==> src/hw/mopc_pkg.sv <==
// constants for the modulator output, overrange and power control block
// assumes a 32-bit APB slave on core_clk and a sampled link clock pin
package mopc_pkg;

  // ***********************************************************
  // register indices and byte addresses (byte address = 4*index)
  // ***********************************************************
  localparam logic [11:0] IDX_CHAN_INDEX = 12'h005;
  localparam logic [11:0] IDX_PWR_MODE = 12'h008;
  localparam logic [11:0] IDX_DRV_STD = 12'h014;
  localparam logic [11:0] IDX_TERM = 12'h015;
  localparam logic [11:0] IDX_DCO_CTRL = 12'h016;
  localparam logic [11:0] IDX_OR_CTRL = 12'h111;
  localparam logic [11:0] ADDR_CHAN_INDEX = IDX_CHAN_INDEX << 2;
  localparam logic [11:0] ADDR_PWR_MODE = IDX_PWR_MODE << 2;
  localparam logic [11:0] ADDR_DRV_STD = IDX_DRV_STD << 2;
  localparam logic [11:0] ADDR_TERM = IDX_TERM << 2;
  localparam logic [11:0] ADDR_DCO_CTRL = IDX_DCO_CTRL << 2;
  localparam logic [11:0] ADDR_OR_CTRL = IDX_OR_CTRL << 2;
  localparam logic [11:0] ADDR_IRQ_STATUS = 12'h600;
  localparam logic [11:0] ADDR_IRQ_MASK = 12'h604;
  localparam logic [11:0] ADDR_STATUS = 12'h608;

  // ***********************************************************
  // field positions
  // ***********************************************************
  localparam int PWR_B_LSB = 2;
  localparam int DRV_STD_BIT = 7;
  localparam int TERM_LSB = 4;
  localparam int DCO_INV_BIT = 7;
  localparam int OR_AUTO_MODULATOR_RESET_EN_BIT = 7;
  localparam int OR_SEL_A_BIT = 6;
  localparam int OR_SEL_B_BIT = 5;
  localparam int IRQ_OR_LSB = 0;
  localparam int IRQ_AR_LSB = 2;
  localparam int IRQ_W = 4;

  // ***********************************************************
  // reset values
  // ***********************************************************
  localparam logic [1:0] RST_CHAN_INDEX = 2'h3;
  localparam logic [1:0] RST_PWR_MODE = 2'h0;
  localparam logic RST_DRV_STD = 1'b0;
  localparam logic [1:0] RST_TERM = 2'h0;
  localparam logic RST_DCO_INV = 1'b0;
  localparam logic [2:0] RST_OR_CTRL = 3'h0;
  localparam logic [IRQ_W-1:0] RST_IRQ_MASK = 4'h0;

  // ***********************************************************
  // modes, states and counts
  // ***********************************************************
  typedef enum logic [1:0] {
    PWR_NORMAL = 2'h0,
    PWR_CHAN_DOWN = 2'h1,
    PWR_STANDBY = 2'h2,
    PWR_SLEEP = 2'h3
  } mopc_pwr_e;

  typedef enum logic [1:0] {
    AR_RUN = 2'b01,
    AR_RESET = 2'b10
  } mopc_ar_e;

  localparam int SAMPLE_W = 4;
  localparam int OR_RUN_LEN = 16;
  localparam int PIPE_LATENCY = 7;
  localparam int MOD_RESET_TICKS = 4;

endpackage

==> src/hw/mopc_tick_pipe.sv <==
// enable-advanced delay line, one register per stage
// assumes adv is a one-cycle pulse on core_clk
`timescale 1ns/1ps
`default_nettype none
module mopc_tick_pipe #(
  parameter int W = 5,
  parameter int DEPTH = 7
) (
  input wire logic core_clk,
  input wire logic rst,
  input wire logic adv,
  input wire logic [W-1:0] din,
  output logic [W-1:0] dout
);
  typedef struct packed {
    logic [DEPTH-1:0][W-1:0] stage;
  } mopc_pipe_s;

  mopc_pipe_s st;
  mopc_pipe_s next_st;

  always_comb begin
    next_st = st;
    if (adv) begin
      next_st.stage[0] = din;
      for (int i = 1; i < DEPTH; i++) begin
        next_st.stage[i] = st.stage[i-1];
      end
    end
  end

  always_ff @(posedge core_clk or posedge rst) begin
    if (rst) begin
      st <= '0;
    end else begin
      st <= next_st;
    end
  end

  assign dout = st.stage[DEPTH-1];
endmodule
`default_nettype wire

==> src/hw/mopc_top.sv <==
// modulator output, overrange and power control with APB registers
// assumes sample, over and busy inputs come from core_clk logic;
// link_clk_pin and the power-down pins are asynchronous
`timescale 1ns/1ps
`default_nettype none
// Summary of operation
// - two-bit power code: normal, analog off, clock off too, reference off too
// - standby stops clocks and channels, keeps reference and drivers
// - sleep on both channels powers everything down and disables the output drivers
// - channel index picks channel A, B or both for power writes
// - outputs four-bit twos complement samples per channel, one per tick
// - one bit selects driver standard, full swing after reset
// - two-bit field selects output termination
// - overrange outputs update once per output data cycle
// - auto reset enable plus two mode selects choose overrange reporting
// - normal mode: indicator follows over-full-scale each cycle
// - data-valid mode: high unless out of range or memory busy
// - auto reset after 16 consecutive overrange cycles or saturation
// - during auto reset: normal mode high, data-valid mode low
// - seven-cycle pipeline from sampling to output
// - data clock rising edge marks data; a bit swaps the edge
module mopc_top
  import mopc_pkg::*;
(
  input wire logic core_clk,
  input wire logic rst,
  input wire logic [11:0] paddr,
  input wire logic psel,
  input wire logic penable,
  input wire logic pwrite,
  input wire logic [31:0] pwdata,
  output logic [31:0] prdata,
  output logic pready,
  output logic pslverr,
  input wire logic link_clk_pin,
  input wire logic chan_a_powerdown_pin,
  input wire logic chan_b_powerdown_pin,
  input wire logic [SAMPLE_W-1:0] mod_a_sample,
  input wire logic [SAMPLE_W-1:0] mod_b_sample,
  input wire logic a_over_fullscale,
  input wire logic b_over_fullscale,
  input wire logic a_loop_saturated,
  input wire logic b_loop_saturated,
  input wire logic mem_access_busy,
  output logic [SAMPLE_W-1:0] data_a_out,
  output logic [SAMPLE_W-1:0] data_b_out,
  output logic overrange_a_out,
  output logic overrange_b_out,
  output logic data_clock_out,
  output logic out_driver_en,
  output logic [1:0] analog_on,
  output logic [1:0] clock_on,
  output logic reference_on,
  output logic [1:0] modulator_reset,
  output logic driver_standard_sel,
  output logic [1:0] output_termination_sel,
  output logic irq
);

  // ***********************************************************
  // state
  // ***********************************************************
  typedef struct packed {
    logic [2:0] lk;
    logic [1:0] pa;
    logic [1:0] pb;
    logic cfg_touched;
    logic [1:0] chan_index;
    logic [1:0][1:0] mode;
    logic drv_std;
    logic [1:0] term;
    logic dco_inv;
    logic auto_modulator_reset_en;
    logic sel_a;
    logic sel_b;
    logic [IRQ_W-1:0] irq_status;
    logic [IRQ_W-1:0] irq_mask;
    logic [1:0][4:0] run;
    mopc_ar_e [1:0] ar;
    logic [1:0][2:0] rst_cnt;
    logic [1:0] over_prev;
    logic dco;
  } mopc_state_s;

  mopc_state_s st;
  mopc_state_s next_st;

  logic tick;
  logic wr;
  logic hit;
  logic dv_mode;
  logic [1:0] pin_pd;
  logic [1:0] over;
  logic [1:0] sat;
  logic [1:0] adv;
  logic [1:0] or_raw;
  logic [1:0][1:0] eff_mode;
  logic [IRQ_W-1:0] irq_set;
  logic [IRQ_W-1:0] irq_clr;

  // ***********************************************************
  // link clock edge and channel power
  // ***********************************************************
  // lk[0] feeds lk[1] only; the edge is taken between lk[1] and lk[2]
  assign tick = st.lk[1] & ~st.lk[2];
  assign over = {b_over_fullscale, a_over_fullscale};
  assign sat = {b_loop_saturated, a_loop_saturated};
  // pins only count while no register has ever been written
  assign pin_pd = {st.pb[1], st.pa[1]} & {2{~st.cfg_touched}};

  always_comb begin
    for (int c = 0; c < 2; c++) begin
      eff_mode[c] = st.mode[c];
      if (pin_pd[c] && st.mode[c] == PWR_NORMAL) begin
        eff_mode[c] = PWR_CHAN_DOWN;
      end
      analog_on[c] = (eff_mode[c] == PWR_NORMAL);
      clock_on[c] = (eff_mode[c] == PWR_NORMAL) ||
                    (eff_mode[c] == PWR_CHAN_DOWN);
    end
  end

  assign reference_on = (eff_mode[0] != PWR_SLEEP) ||
                        (eff_mode[1] != PWR_SLEEP);
  // drivers stay up in standby so the link is kept
  assign out_driver_en = reference_on;
  assign adv = clock_on & {2{tick}};

  // ***********************************************************
  // overrange reporting
  // ***********************************************************
  assign dv_mode = st.sel_a & st.sel_b;

  always_comb begin
    for (int c = 0; c < 2; c++) begin
      modulator_reset[c] = (st.ar[c] == AR_RESET);
      if (dv_mode) begin
        or_raw[c] = ~(mem_access_busy | modulator_reset[c] |
                      over[c]);
      end else begin
        or_raw[c] = over[c] | modulator_reset[c];
      end
    end
  end

  // ***********************************************************
  // register bus
  // ***********************************************************
  assign wr = psel & penable & pwrite;
  assign pready = 1'b1;
  assign hit = (paddr == ADDR_CHAN_INDEX) || (paddr == ADDR_PWR_MODE) ||
               (paddr == ADDR_DRV_STD) || (paddr == ADDR_TERM) ||
               (paddr == ADDR_DCO_CTRL) || (paddr == ADDR_OR_CTRL) ||
               (paddr == ADDR_IRQ_STATUS) || (paddr == ADDR_IRQ_MASK) ||
               (paddr == ADDR_STATUS);
  assign pslverr = psel & penable & ~hit;
  assign irq_clr = (wr && paddr == ADDR_IRQ_STATUS) ?
                   pwdata[IRQ_W-1:0] : '0;

  always_comb begin
    prdata = '0;
    unique case (paddr)
      ADDR_CHAN_INDEX: prdata[1:0] = st.chan_index;
      ADDR_PWR_MODE: prdata[3:0] = {st.mode[1], st.mode[0]};
      ADDR_DRV_STD: prdata[DRV_STD_BIT] = st.drv_std;
      ADDR_TERM: prdata[TERM_LSB+:2] = st.term;
      ADDR_DCO_CTRL: prdata[DCO_INV_BIT] = st.dco_inv;
      ADDR_OR_CTRL: prdata[OR_SEL_B_BIT+:3] =
        {st.auto_modulator_reset_en, st.sel_a, st.sel_b};
      ADDR_IRQ_STATUS: prdata[IRQ_W-1:0] = st.irq_status;
      ADDR_IRQ_MASK: prdata[IRQ_W-1:0] = st.irq_mask;
      ADDR_STATUS: prdata[5:0] = {modulator_reset, eff_mode[1],
                                  eff_mode[0]};
      default: prdata = '0;
    endcase
  end

  // ***********************************************************
  // next state
  // ***********************************************************
  always_comb begin
    next_st = st;
    irq_set = '0;
    next_st.lk = {st.lk[1:0], link_clk_pin};
    next_st.pa = {st.pa[0], chan_a_powerdown_pin};
    next_st.pb = {st.pb[0], chan_b_powerdown_pin};
    if (wr) begin
      next_st.cfg_touched = 1'b1;
      unique case (paddr)
        ADDR_CHAN_INDEX: next_st.chan_index = pwdata[1:0];
        ADDR_PWR_MODE: begin
          for (int c = 0; c < 2; c++) begin
            if (st.chan_index[c]) begin
              next_st.mode[c] = pwdata[1:0];
            end
          end
        end
        ADDR_DRV_STD: next_st.drv_std = pwdata[DRV_STD_BIT];
        ADDR_TERM: next_st.term = pwdata[TERM_LSB+:2];
        ADDR_DCO_CTRL: next_st.dco_inv = pwdata[DCO_INV_BIT];
        ADDR_OR_CTRL: begin
          next_st.auto_modulator_reset_en = pwdata[OR_AUTO_MODULATOR_RESET_EN_BIT];
          next_st.sel_a = pwdata[OR_SEL_A_BIT];
          next_st.sel_b = pwdata[OR_SEL_B_BIT];
        end
        ADDR_IRQ_MASK: next_st.irq_mask = pwdata[IRQ_W-1:0];
        default: ;
      endcase
    end
    for (int c = 0; c < 2; c++) begin
      if (adv[c]) begin
        next_st.over_prev[c] = over[c];
        if (over[c] && !st.over_prev[c]) begin
          irq_set[IRQ_OR_LSB+c] = 1'b1;
        end
        unique case (st.ar[c])
          AR_RUN: begin
            // a pwm-like indicator is not yet an overload: wait for a run
            if (st.auto_modulator_reset_en && ((over[c] &&
                st.run[c] == 5'(OR_RUN_LEN - 1)) || sat[c])) begin
              next_st.ar[c] = AR_RESET;
              next_st.rst_cnt[c] = '0;
              next_st.run[c] = '0;
              irq_set[IRQ_AR_LSB+c] = 1'b1;
            end else if (over[c]) begin
              if (st.run[c] != 5'(OR_RUN_LEN - 1)) begin
                next_st.run[c] = st.run[c] + 5'h01;
              end
            end else begin
              next_st.run[c] = '0;
            end
          end
          AR_RESET: begin
            if (st.rst_cnt[c] == 3'(MOD_RESET_TICKS - 1)) begin
              next_st.ar[c] = AR_RUN;
            end else begin
              next_st.rst_cnt[c] = st.rst_cnt[c] + 3'h1;
            end
          end
          default: next_st.ar[c] = AR_RUN;
        endcase
      end
    end
    // a new event wins over a clear in the same cycle
    next_st.irq_status = (st.irq_status & ~irq_clr) | irq_set;
    // data changes on the link rising edge; the clock out rises mid-cycle
    if (clock_on != 2'b00) begin
      next_st.dco = st.lk[1] ^ ~st.dco_inv;
    end else begin
      next_st.dco = 1'b0;
    end
  end

  always_ff @(posedge core_clk or posedge rst) begin
    if (rst) begin
      st <= '0;
      st.chan_index <= RST_CHAN_INDEX;
      st.mode <= {RST_PWR_MODE, RST_PWR_MODE};
      st.drv_std <= RST_DRV_STD;
      st.term <= RST_TERM;
      st.dco_inv <= RST_DCO_INV;
      {st.auto_modulator_reset_en, st.sel_a, st.sel_b} <= RST_OR_CTRL;
      st.irq_mask <= RST_IRQ_MASK;
      st.ar[0] <= AR_RUN;
      st.ar[1] <= AR_RUN;
    end else begin
      st <= next_st;
    end
  end

  // ***********************************************************
  // output pipelines
  // ***********************************************************
  // overrange travels with its sample so both leave in the same cycle
  mopc_tick_pipe #(.W(SAMPLE_W + 1), .DEPTH(PIPE_LATENCY)) u_pipe_a (
    .core_clk(core_clk),
    .rst(rst),
    .adv(adv[0]),
    .din({or_raw[0], mod_a_sample}),
    .dout({overrange_a_out, data_a_out})
  );

  mopc_tick_pipe #(.W(SAMPLE_W + 1), .DEPTH(PIPE_LATENCY)) u_pipe_b (
    .core_clk(core_clk),
    .rst(rst),
    .adv(adv[1]),
    .din({or_raw[1], mod_b_sample}),
    .dout({overrange_b_out, data_b_out})
  );

  assign data_clock_out = st.dco;
  assign driver_standard_sel = st.drv_std;
  assign output_termination_sel = st.term;
  assign irq = |(st.irq_status & st.irq_mask);
endmodule
`default_nettype wire

==> config.mk <==
export PLATFORM = sky130hd
export DESIGN_NAME = mopc_top
export DESIGN_NICKNAME = d
export VERILOG_FILES = /design/src/hw/mopc_pkg.sv /design/src/hw/mopc_tick_pipe.sv /design/src/hw/mopc_top.sv
export SDC_FILE = /design/constraint.sdc
export NUM_CORES = 1
export LEC_CHECK = 0
export BUFFER_PORTS_ARGS = -buffer_cell sky130_fd_sc_hd__clkbuf_2
export CAP_MARGIN = 20
export CORE_UTILIZATION = 45
export CTS_BUF_LIST = sky130_fd_sc_hd__clkbuf_8
export DETAILED_ROUTE_END_ITERATION = 16
export PLACE_DENSITY = 0.75
export SLEW_MARGIN = 25
export SYNTH_ARGS = -nofsm -noshare
export SYNTH_HDL_FRONTEND = slang
export SYNTH_HIERARCHICAL = 1
export SYNTH_SLANG_ARGS = --single-unit
==> constraint.sdc <==
create_clock -name core_clk -period 2.08 [get_ports core_clk]
set_clock_uncertainty 0.1 [all_clocks]
set_input_delay 0.208 -clock core_clk [delete_from_list [all_inputs] [get_ports core_clk]]
set_output_delay 0.208 -clock core_clk [all_outputs]
set_load 0.02 [all_outputs]
==> summary.txt, run 1 <==
Floorplanning
  – Starting density of the core: 0.470
  – Total core area: between 10000 and 15000 sq um
  – Area enclosed by the die boundary: 13900 sq um
  – Number of standard-cell rows in the floorplan: 41
  – DIE HEIGHT: 118 um
  – I/O pin cnt: around 120
  – Width of the die: 118 um

Global route
  – GR Util All Layers: 0.178
  – First-pass GRT wire length: ~20000 um
  – Gr ovfl total: 0
  – Vias in the first global route: ~4000
  – Antenna violations before repair: 0
  – Maximum number of pins on one net before global-route repair: 40

Drt
  – Drt pass-1 iters: 4
  – DR WL/cell: ~15 um
  – Max Used Layer: met4
  – Met2 routed wirelength: roughly 5800 um
  – DR vias/cell: 5.11
  – Post-route DRC: 0
  – Detailed Route WL: 11900 um
  – ANT nets after route: 0
  – WL met3: 600 um
  – Wire length on met1: 5220 um
  – Via total after detailed routing: 3937
  – Iteration-0 DRC Markers: 238

Timing
  – Min Tclk post-route: roughly 2.0 ns
  – FMAX: between 0.4 and 0.5 GHz
  – Final-report hold violation count: 0
  – Unrepaired setup endpoints after global routing: yes
  – Tightest Pin Transition: between 0.5 and 0.6 ns
  – Aggregate negative setup slack: 0 ns
  – Final setup violating endpoints: 0
  – Max Slew Vio Count: 0
  – Relative max-transition margin: 0.660
  – Final cycle utilization of the critical path: 0.984

Logic synthesis
  – Post-synthesis average cell area: approximately 13 sq um
  – Sequential share of the synthesized area: 0.505
  – Count of flip-flops with a built-in enable after synthesis: 0
  – Count of unique library cells instantiated by Yosys: between 50 and 60
  – Primary FF master, synth: dfrtp_1
  – Proportion of synthesized flip-flops having asynchronous set or reset: 1.00
  – Share of Yosys cell area claimed by the top area cell type: 0.488
  – Summed instance area of the synthesized netlist: 6050 sq um
  – Cells taking the most area after synthesis: dfrtp_1 49%, mux2_4 16%, buf_4 4.8%, mux2_2 4.8%, buf_12 2.0%
  – Biggest area consumer among synthesized cells: dfrtp_1
  – Yosys Warn Count: 6
  – Cell count after synthesis: 466
  – Post-synthesis sequential element count: 122

Min path
  – Min-Delay Path Class: primary input to flip-flop

Placement
  – Placed Area: ~6500 sq um
  – Port-buffer cells: 72
  – Weighted congestion at the end of routability-driven global placement: 0.955
  – HPWL reported at the end of detailed placement: 7960 um
  – Cell total after placement: 707

Clock tree
  – Worst skew pair latency: 0.44 ns
  – Clock-pin slew of the registers on the worst-case setup and hold paths: 0.07 ns
  – Cts bufs inserted: 17
  – Clock Tree Root: clkbuf_8
  – Clock Sinks: between 100 and 150
  – H-tree Lvls: 4
  – Clock tree buffer depth: 2
  – TritonCTS clock tree: built

Worst setup path
  – Crit path largest cell delay: 0.39 ns
  – Ordered list of cells on the worst path: nor2b_2 > a21oi_1 > o31a_1 > o41ai_2 > buf_4
  – CP Data Required Time: 1.77 ns
  – Startpoint class of the critical path: flip-flop
  – WS Path Type: flip-flop to output pin
  – Peak fanout along the critical path: 2
  – Critical path capture point type: output pin
  – Kind of cell adding the most delay to the critical path: compound AO/OA/AOI/OAI gates
  – Standard cell with the maximum stage delay on the critical path: dfrtp_1
  – Crit path arrival time: about 1.7 ns
  – Buffer and inverter count on the worst path: 1

Layout
  – Layout cell share with drive strength beyond 1: 0.431
  – Post-layout instance count excluding filler cells: 770
  – Final cell utilization of the core: 0.564
  – Most common library cell in the layout ignoring fill and taps: dfrtp_1
  – Filler cells: roughly 1100
  – Diodes inserted: 0
  – Top library cells by usage in the layout, fill and taps aside: 117 x dfrtp_1, 70 x clkbuf_2, 64 x mux2_4
  – Final #Nets: 658
  – Synthesis-to-layout area growth: 20.1%
  – Layout Cell Area excl Fill: 7270 sq um

Run
  – Max-capacitance violation count: 0

Outcome
  – Run status: completed

Power
  – Worst-case vdd ir drop: 0.405 mV
  – Total power per unit cell area: 923 nW/um^2
  – Sum of internal, switching and leakage power: around 6700 uW
  – Leakage power summed over all cells: 0.00353 uW
Yosys cell counts, types with 4 or more instances:
cell type,instances
dfstp_2,4
mux2_4,64
nor3_1,6
nor2b_1,8
nand3_1,14
buf_12,6
a21oi_1,8
ha_1,8
o21ai_0,12
nor3b_1,4
clkbuf_1,5
mux2i_1,4
mux2_2,26
a32o_1,4
inv_1,13
nor4_1,4
and3_1,5
nand2_1,25
a21o_1,8
nand2b_1,9
buf_4,39
dfrtp_1,118
a22o_1,4
nor2_1,13
registers in the layout, indices dropped and copies added, names as in the netlist:
register and count:
output_termination_sel 2, st 44, u_pipe_a/dout 5, next_st 4
u_pipe_a/st 30, driver_standard_sel 1, data_clock_out 1, u_pipe_b/st 30
u_pipe_b/dout 5
worst reg2reg max path: cells and delay by family, from the launching register on:
family	cells	cell delay, ns
multiplexers	1	0.27
adder cells (fa/ha/maj)	2	0.38
flip-flops	1	0.38
AND/OR/NAND/NOR	3	0.31
AO/OA/AOI/OAI	1	0.43
final timing paths:
path / slack [ns] / endpoint / start / cells past startpoint
worst max-delay path: 0.03 / prdata[0] / st[44] / 5
worst min-delay path: 0.04 / st[1] / a_over_fullscale / 3
worst max register to register: 0.09 / st[18] / st[19] / 7
worst min register to register: 0.25 / st[48] / next_st[48] / 0
max in group asynchronous: 0.93 / st[42] / rst / 4
min in group asynchronous: 0.28 / st[12] / rst / 3
per-stage QoR:
| step | hold WS [ns] | worst slack [ns] |
|---|---|---|
| floorplan | 0.139 | 0.0553 |
| global placement | 0.183 | -0.0730 |
| detailed placement | 0.190 | -0.108 |
| CTS | 0.000548 | -0.0421 |
| global route | 0.0504 | -0.0653 |
| finish | 0.0351 | 0.0323 |
logic make-up after synthesis:
| logic type | Yosys count | synth area share |
|---|---|---|
| flops | 122 | 0.505 |
| simple gates | 116 | 0.111 |
| mux | 94 | 0.214 |
| buf+inv | 66 | 0.0840 |
| compound gates | 57 | 0.0668 |
| fa+ha+maj | 8 | 0.0165 |
| other cells | 2 | 0.00124 |
| xor+xnor | 1 | 0.00145 |
cell type report:
| cell class | instances | area [sq um] | share of cell area |
|---|---|---|---|
| clock buffer | 20 | 275 | 0.0379 |
| clock inverter | 12 | 125 | 0.0172 |
| inverter | 13 | 48.8 | 0.00672 |
| multi-input combinational | 301 | 2650 | 0.365 |
| sequential | 122 | 3060 | 0.421 |
| tap | 172 | 215 | 0.0296 |
| timing repair buffer | 130 | 891 | 0.123 |
report_power, final:
part	total (uW)	switching, uW	internal, uW	leakage (uW)
combinational	1370	532	837	0.00184
clock	2090	941	1150	0.000205
sequential	3250	327	2920	0.00149
routing by layer:
metal	GRT usage	vias up
met5	0	-
li1	-	1839
met2	0.282	107
met3	0.0489	22
met1	0.227	1969
met4	0.0809	0
timing repair:
action	4_1_cts	5_1_grt
endpoints found under the hold margin	124	0
pin swaps	2	4
endpoints found under the setup margin	3	14
gates resized for setup	5	20
cloned	0	1
hold buffers	21	0
setup buffers	4	5
Note: power is estimated with default switching activity, not from simulation.
==> run 2, diff against run 1 <==
--- a/config.mk
+++ b/config.mk
@@ -7,10 +7,12 @@
 export LEC_CHECK = 0
 export BUFFER_PORTS_ARGS = -buffer_cell sky130_fd_sc_hd__clkbuf_2
 export CAP_MARGIN = 20
-export CORE_UTILIZATION = 45
+export CELL_PAD_IN_SITES_DETAIL_PLACEMENT = 0
+export CELL_PAD_IN_SITES_GLOBAL_PLACEMENT = 1
+export CORE_UTILIZATION = 41
 export CTS_BUF_LIST = sky130_fd_sc_hd__clkbuf_8
 export DETAILED_ROUTE_END_ITERATION = 16
-export PLACE_DENSITY = 0.75
+export PLACE_DENSITY = 0.83
 export SLEW_MARGIN = 25
 export SYNTH_ARGS = -nofsm -noshare
 export SYNTH_HDL_FRONTEND = slang
==> run 2 against run 1 <==
Compared with the run above:
- the run now ends with design-rule violations left
- die area rose by 9.6%
- setup slack got worse by 0.032 ns
- global-route usage fell by 1.8 points
- design area fell by 0.31%
- final cell count rose by 0.91%
- sequential power barely moved
- clock-buffer cell count fell by 2
- core utilization fell by 6.4 points
- hold slack improved by 0.013 ns
==> summary.txt, run 2 (synthesis results as in run 1) <==
Outcome
  – Run status: complete, but fails checks
  – Failing checks: design-rule violations

Floorplanning
  – DIE HEIGHT: 123 um (+4.7%)
  – Area enclosed by the die boundary: 15200 sq um (+9.6%)
  – I/O pin cnt: 122 (unchanged)
  – Number of standard-cell rows in the floorplan: 44 (+7.3%)
  – Starting density of the core: 0.418 (-0.0520)
  – Width of the die: 123 um (+4.7%)
  – Total core area: 14500 sq um (+12%)

Layout
  – Leading registers by flop count: st x44, u_pipe_a/st x30, u_pipe_b/st x30
  – Most common library cell in the layout ignoring fill and taps: dfrtp_1
  – Max FFs per register: 44 (unchanged)
  – Synthesis-to-layout area growth: 19.7%
  – Final #Nets: 653 (-0.76%)
  – Final cell utilization of the core: 0.500 (-0.0640)
  – Layout Cell Area excl Fill: 7240 sq um (-0.31%)
  – Register name with the most flops: st
  – Combined flip-flop and latch cell area: 3060 sq um (about the same)
  – Multi-input logic area: 2620 sq um (-1.1%)
  – Diodes inserted: 0 (unchanged)
  – Top library cells by usage in the layout, fill and taps aside: 118 x dfrtp_1, 70 x clkbuf_2, 64 x mux2_4
  – Layout cell share with drive strength beyond 1: 0.425 (-0.00648)
  – Filler cells: 1279 (+21%)

Clock tree
  – Worst skew pair latency: 0.43 ns (about the same)
  – TritonCTS clock tree: built
  – Clock-pin slew of the registers on the worst-case setup and hold paths: 0.07 ns (about the same)
  – Cts bufs inserted: 17 (unchanged)
  – Clock Tree Root: clkbuf_8
  – H-tree Lvls: 4 (unchanged)
  – Clock Sinks: 122 (unchanged)
  – Clock tree buffer depth: 2 (unchanged)

Worst setup path
  – Ordered list of cells on the worst path: nor2b_2 > a21oi_2 > o31a_1 > o41ai_2 > buf_4
  – Peak fanout along the critical path: 3 (+1)
  – CP Data Required Time: 1.77 ns (about the same)
  – Crit path largest cell delay: 0.40 ns (about the same)
  – WS Path Type: flip-flop to output pin
  – Critical path capture point type: output pin
  – Number of logic stages on the critical path including buffering: 5 (unchanged)
  – Kind of cell adding the most delay to the critical path: compound AO/OA/AOI/OAI gates
  – Worst R2R Path Depth: 8 (+1)
  – Minimum setup slack among reg-to-reg paths: 0.13 ns (+0.04 ns)
  – Startpoint of the most critical setup path: st[44]
  – Crit path arrival time: 1.77 ns (+0.03 ns)
  – Startpoint of the worst-slack reg-to-reg timing path: st[18]
  – Standard cell with the maximum stage delay on the critical path: dfrtp_1
  – Startpoint class of the critical path: flip-flop
  – Buffer and inverter count on the worst path: 1 (unchanged)

Min path
  – Min-Delay Path Class: primary input to flip-flop
  – Hold_sp: a_over_fullscale
  – Hold depth: 3 (unchanged)

Drt
  – Post-route DRC: 2 (+2)
  – Detailed Route WL: 11300 um (-5.0%)
  – DR vias/cell: 4.95 (-3.2%)
  – Via total after detailed routing: 3845 (-2.3%)
  – DR WL/cell: 14.5 um (-5.8%)
  – Iteration-0 DRC Markers: 163 (-32%)
  – Drt pass-1 iters: 10 (+6)
  – ANT nets after route: 0 (unchanged)

Power
  – Clk pwr share: 0.322 (+0.010)
  – Switching part of the total: 0.264 (-0.00492)
  – Int Pwr: 4970 uW (+1.2%)
  – Share of power burned in registers: 0.479 (-0.005)
  – Switch Pwr: 1780 uW (-1.3%)
  – Worst-case vdd ir drop: 0.480 mV (+19%)
  – Leakage power summed over all cells: 0.00349 uW (-1.4%)
  – Combinational Power Share: 0.199 (-0.005)
  – Total power per unit cell area: 931 nW/um^2 (+0.86%)

Global route
  – Layer with the highest usage after global routing: met2
  – Gr ovfl total: 0 (unchanged)
  – Vias in the first global route: 3865 (-4.0%)
  – GR Util All Layers: 0.160 (-0.0180)
  – Met3 Track Usage GR: 0.0415 (-0.00742)
  – Antenna violations before repair: 0 (unchanged)
  – Met1 global-route usage: 0.206 (-0.0205)
  – First-pass GRT wire length: 18800 um (-4.2%)
  – Maximum number of pins on one net before global-route repair: 45 (+13%)
  – Met2 Usage GRT: 0.260 (-0.0211)

Placement
  – Worst slack after detailed placement: -0.102 ns (+0.00570 ns)
  – Placed Area: 6530 sq um (+0.73%)
  – Port-buffer cells: 72 (unchanged)
  – HPWL reported at the end of detailed placement: 8000 um (+0.52%)
  – Weighted congestion at the end of routability-driven global placement: 0.855 (-10%)

Timing
  – Min Tclk post-route: 2.08 ns (+0.0317 ns)
  – Final-report hold violation count: 0 (unchanged)
  – Tightest Pin Transition: 0.674 ns (+0.166 ns)
  – Final setup violating endpoints: 0 (unchanged)
  – FMAX: 0.481 GHz (-1.5%)
  – Max Slew Vio Count: 0 (unchanged)
  – Aggregate negative setup slack: 0 ns (unchanged)
  – Post-route worst setup slack: 0.000621 ns (-0.0317 ns)
  – Relative max-transition margin: 0.550 (-0.110)
  – Final cycle utilization of the critical path: 1.00 (+0.0152)
  – Unrepaired setup endpoints after global routing: yes

Run
  – Max-capacitance violation count: 0 (unchanged)
run 2: cell types whose count changed in the layout (fill, tap and decap cells not counted), sizes merged:
cell | before | now
bufinv | 2 | 3
inv | 17 | 15
clkbuf | 91 | 88
buf | 38 | 34
clkinvlp | 3 | 4
clkinv | 3 | 5
run 2: path summary, 6_finish.rpt:
kind,end
worst max-delay path,prdata[0]
worst min-delay path,st[14]
worst max register to register,st[21]
worst min register to register,next_st[51]
max in group asynchronous,st[27]
min in group asynchronous,u_pipe_b/st[14]
run 2: power by group through the flow:
stage          clock [uW]  sequential, uW  combinational, uW
4_1_cts              2240            3240               1350
5_1_grt              2360            3300               1460
3_3_place_gp            0            3240               1280
2_1_floorplan           0            3160               1240
3_5_place_dp            0            3270               1310
6_report             2170            3230               1340
run 2: worst min-delay path, delay by kind of cell:
family / cells / cell delay [ns]
simple gates: 1 / 0.10
compound gates: 1 / 0.07
buf+inv: 1 / 0.17
run 2: per-layer routing:
| layer | wire length (um) | share of wire |
|---|---|---|
| met1 | 5070 | 0.45 |
| met2 | 5570 | 0.49 |
| met3 | 469 | 0.042 |
| met4 | 161 | 0.014 |
| met5 | 0 | 0 |
run 2: cell type report:
| type | count | share of cell area |
|---|---|---|
| Clock buffer | 18 | 0.0342 |
| Clock inverter | 14 | 0.0238 |
| Inverter | 13 | 0.00674 |
| Multi-Input combinational cell | 301 | 0.362 |
| Sequential cell | 122 | 0.422 |
| Tap cell | 184 | 0.0318 |
| Timing Repair Buffer | 125 | 0.119 |
run 2: what timing repair did:
action | CTS | global route
pin swaps | 0 | 2
resized for setup | 6 | 10
endpoints found under the hold margin | 124 | 0
setup endpoints to repair | 4 | 11
setup buffers | 0 | 4
hold buffers | 21 | 0
run 2: stage by stage:
stage | hold slack, ns | std cells | total power [uW]
detailed placement | 0.0251 | 720 | 4580
floorplan | 0.139 | 489 | 4410
global route | 0.0506 | 777 | 7110
CTS | 0.0129 | 773 | 6830
global placement | 0.0165 | 720 | 4520
finish | 0.0483 | 777 | 6740
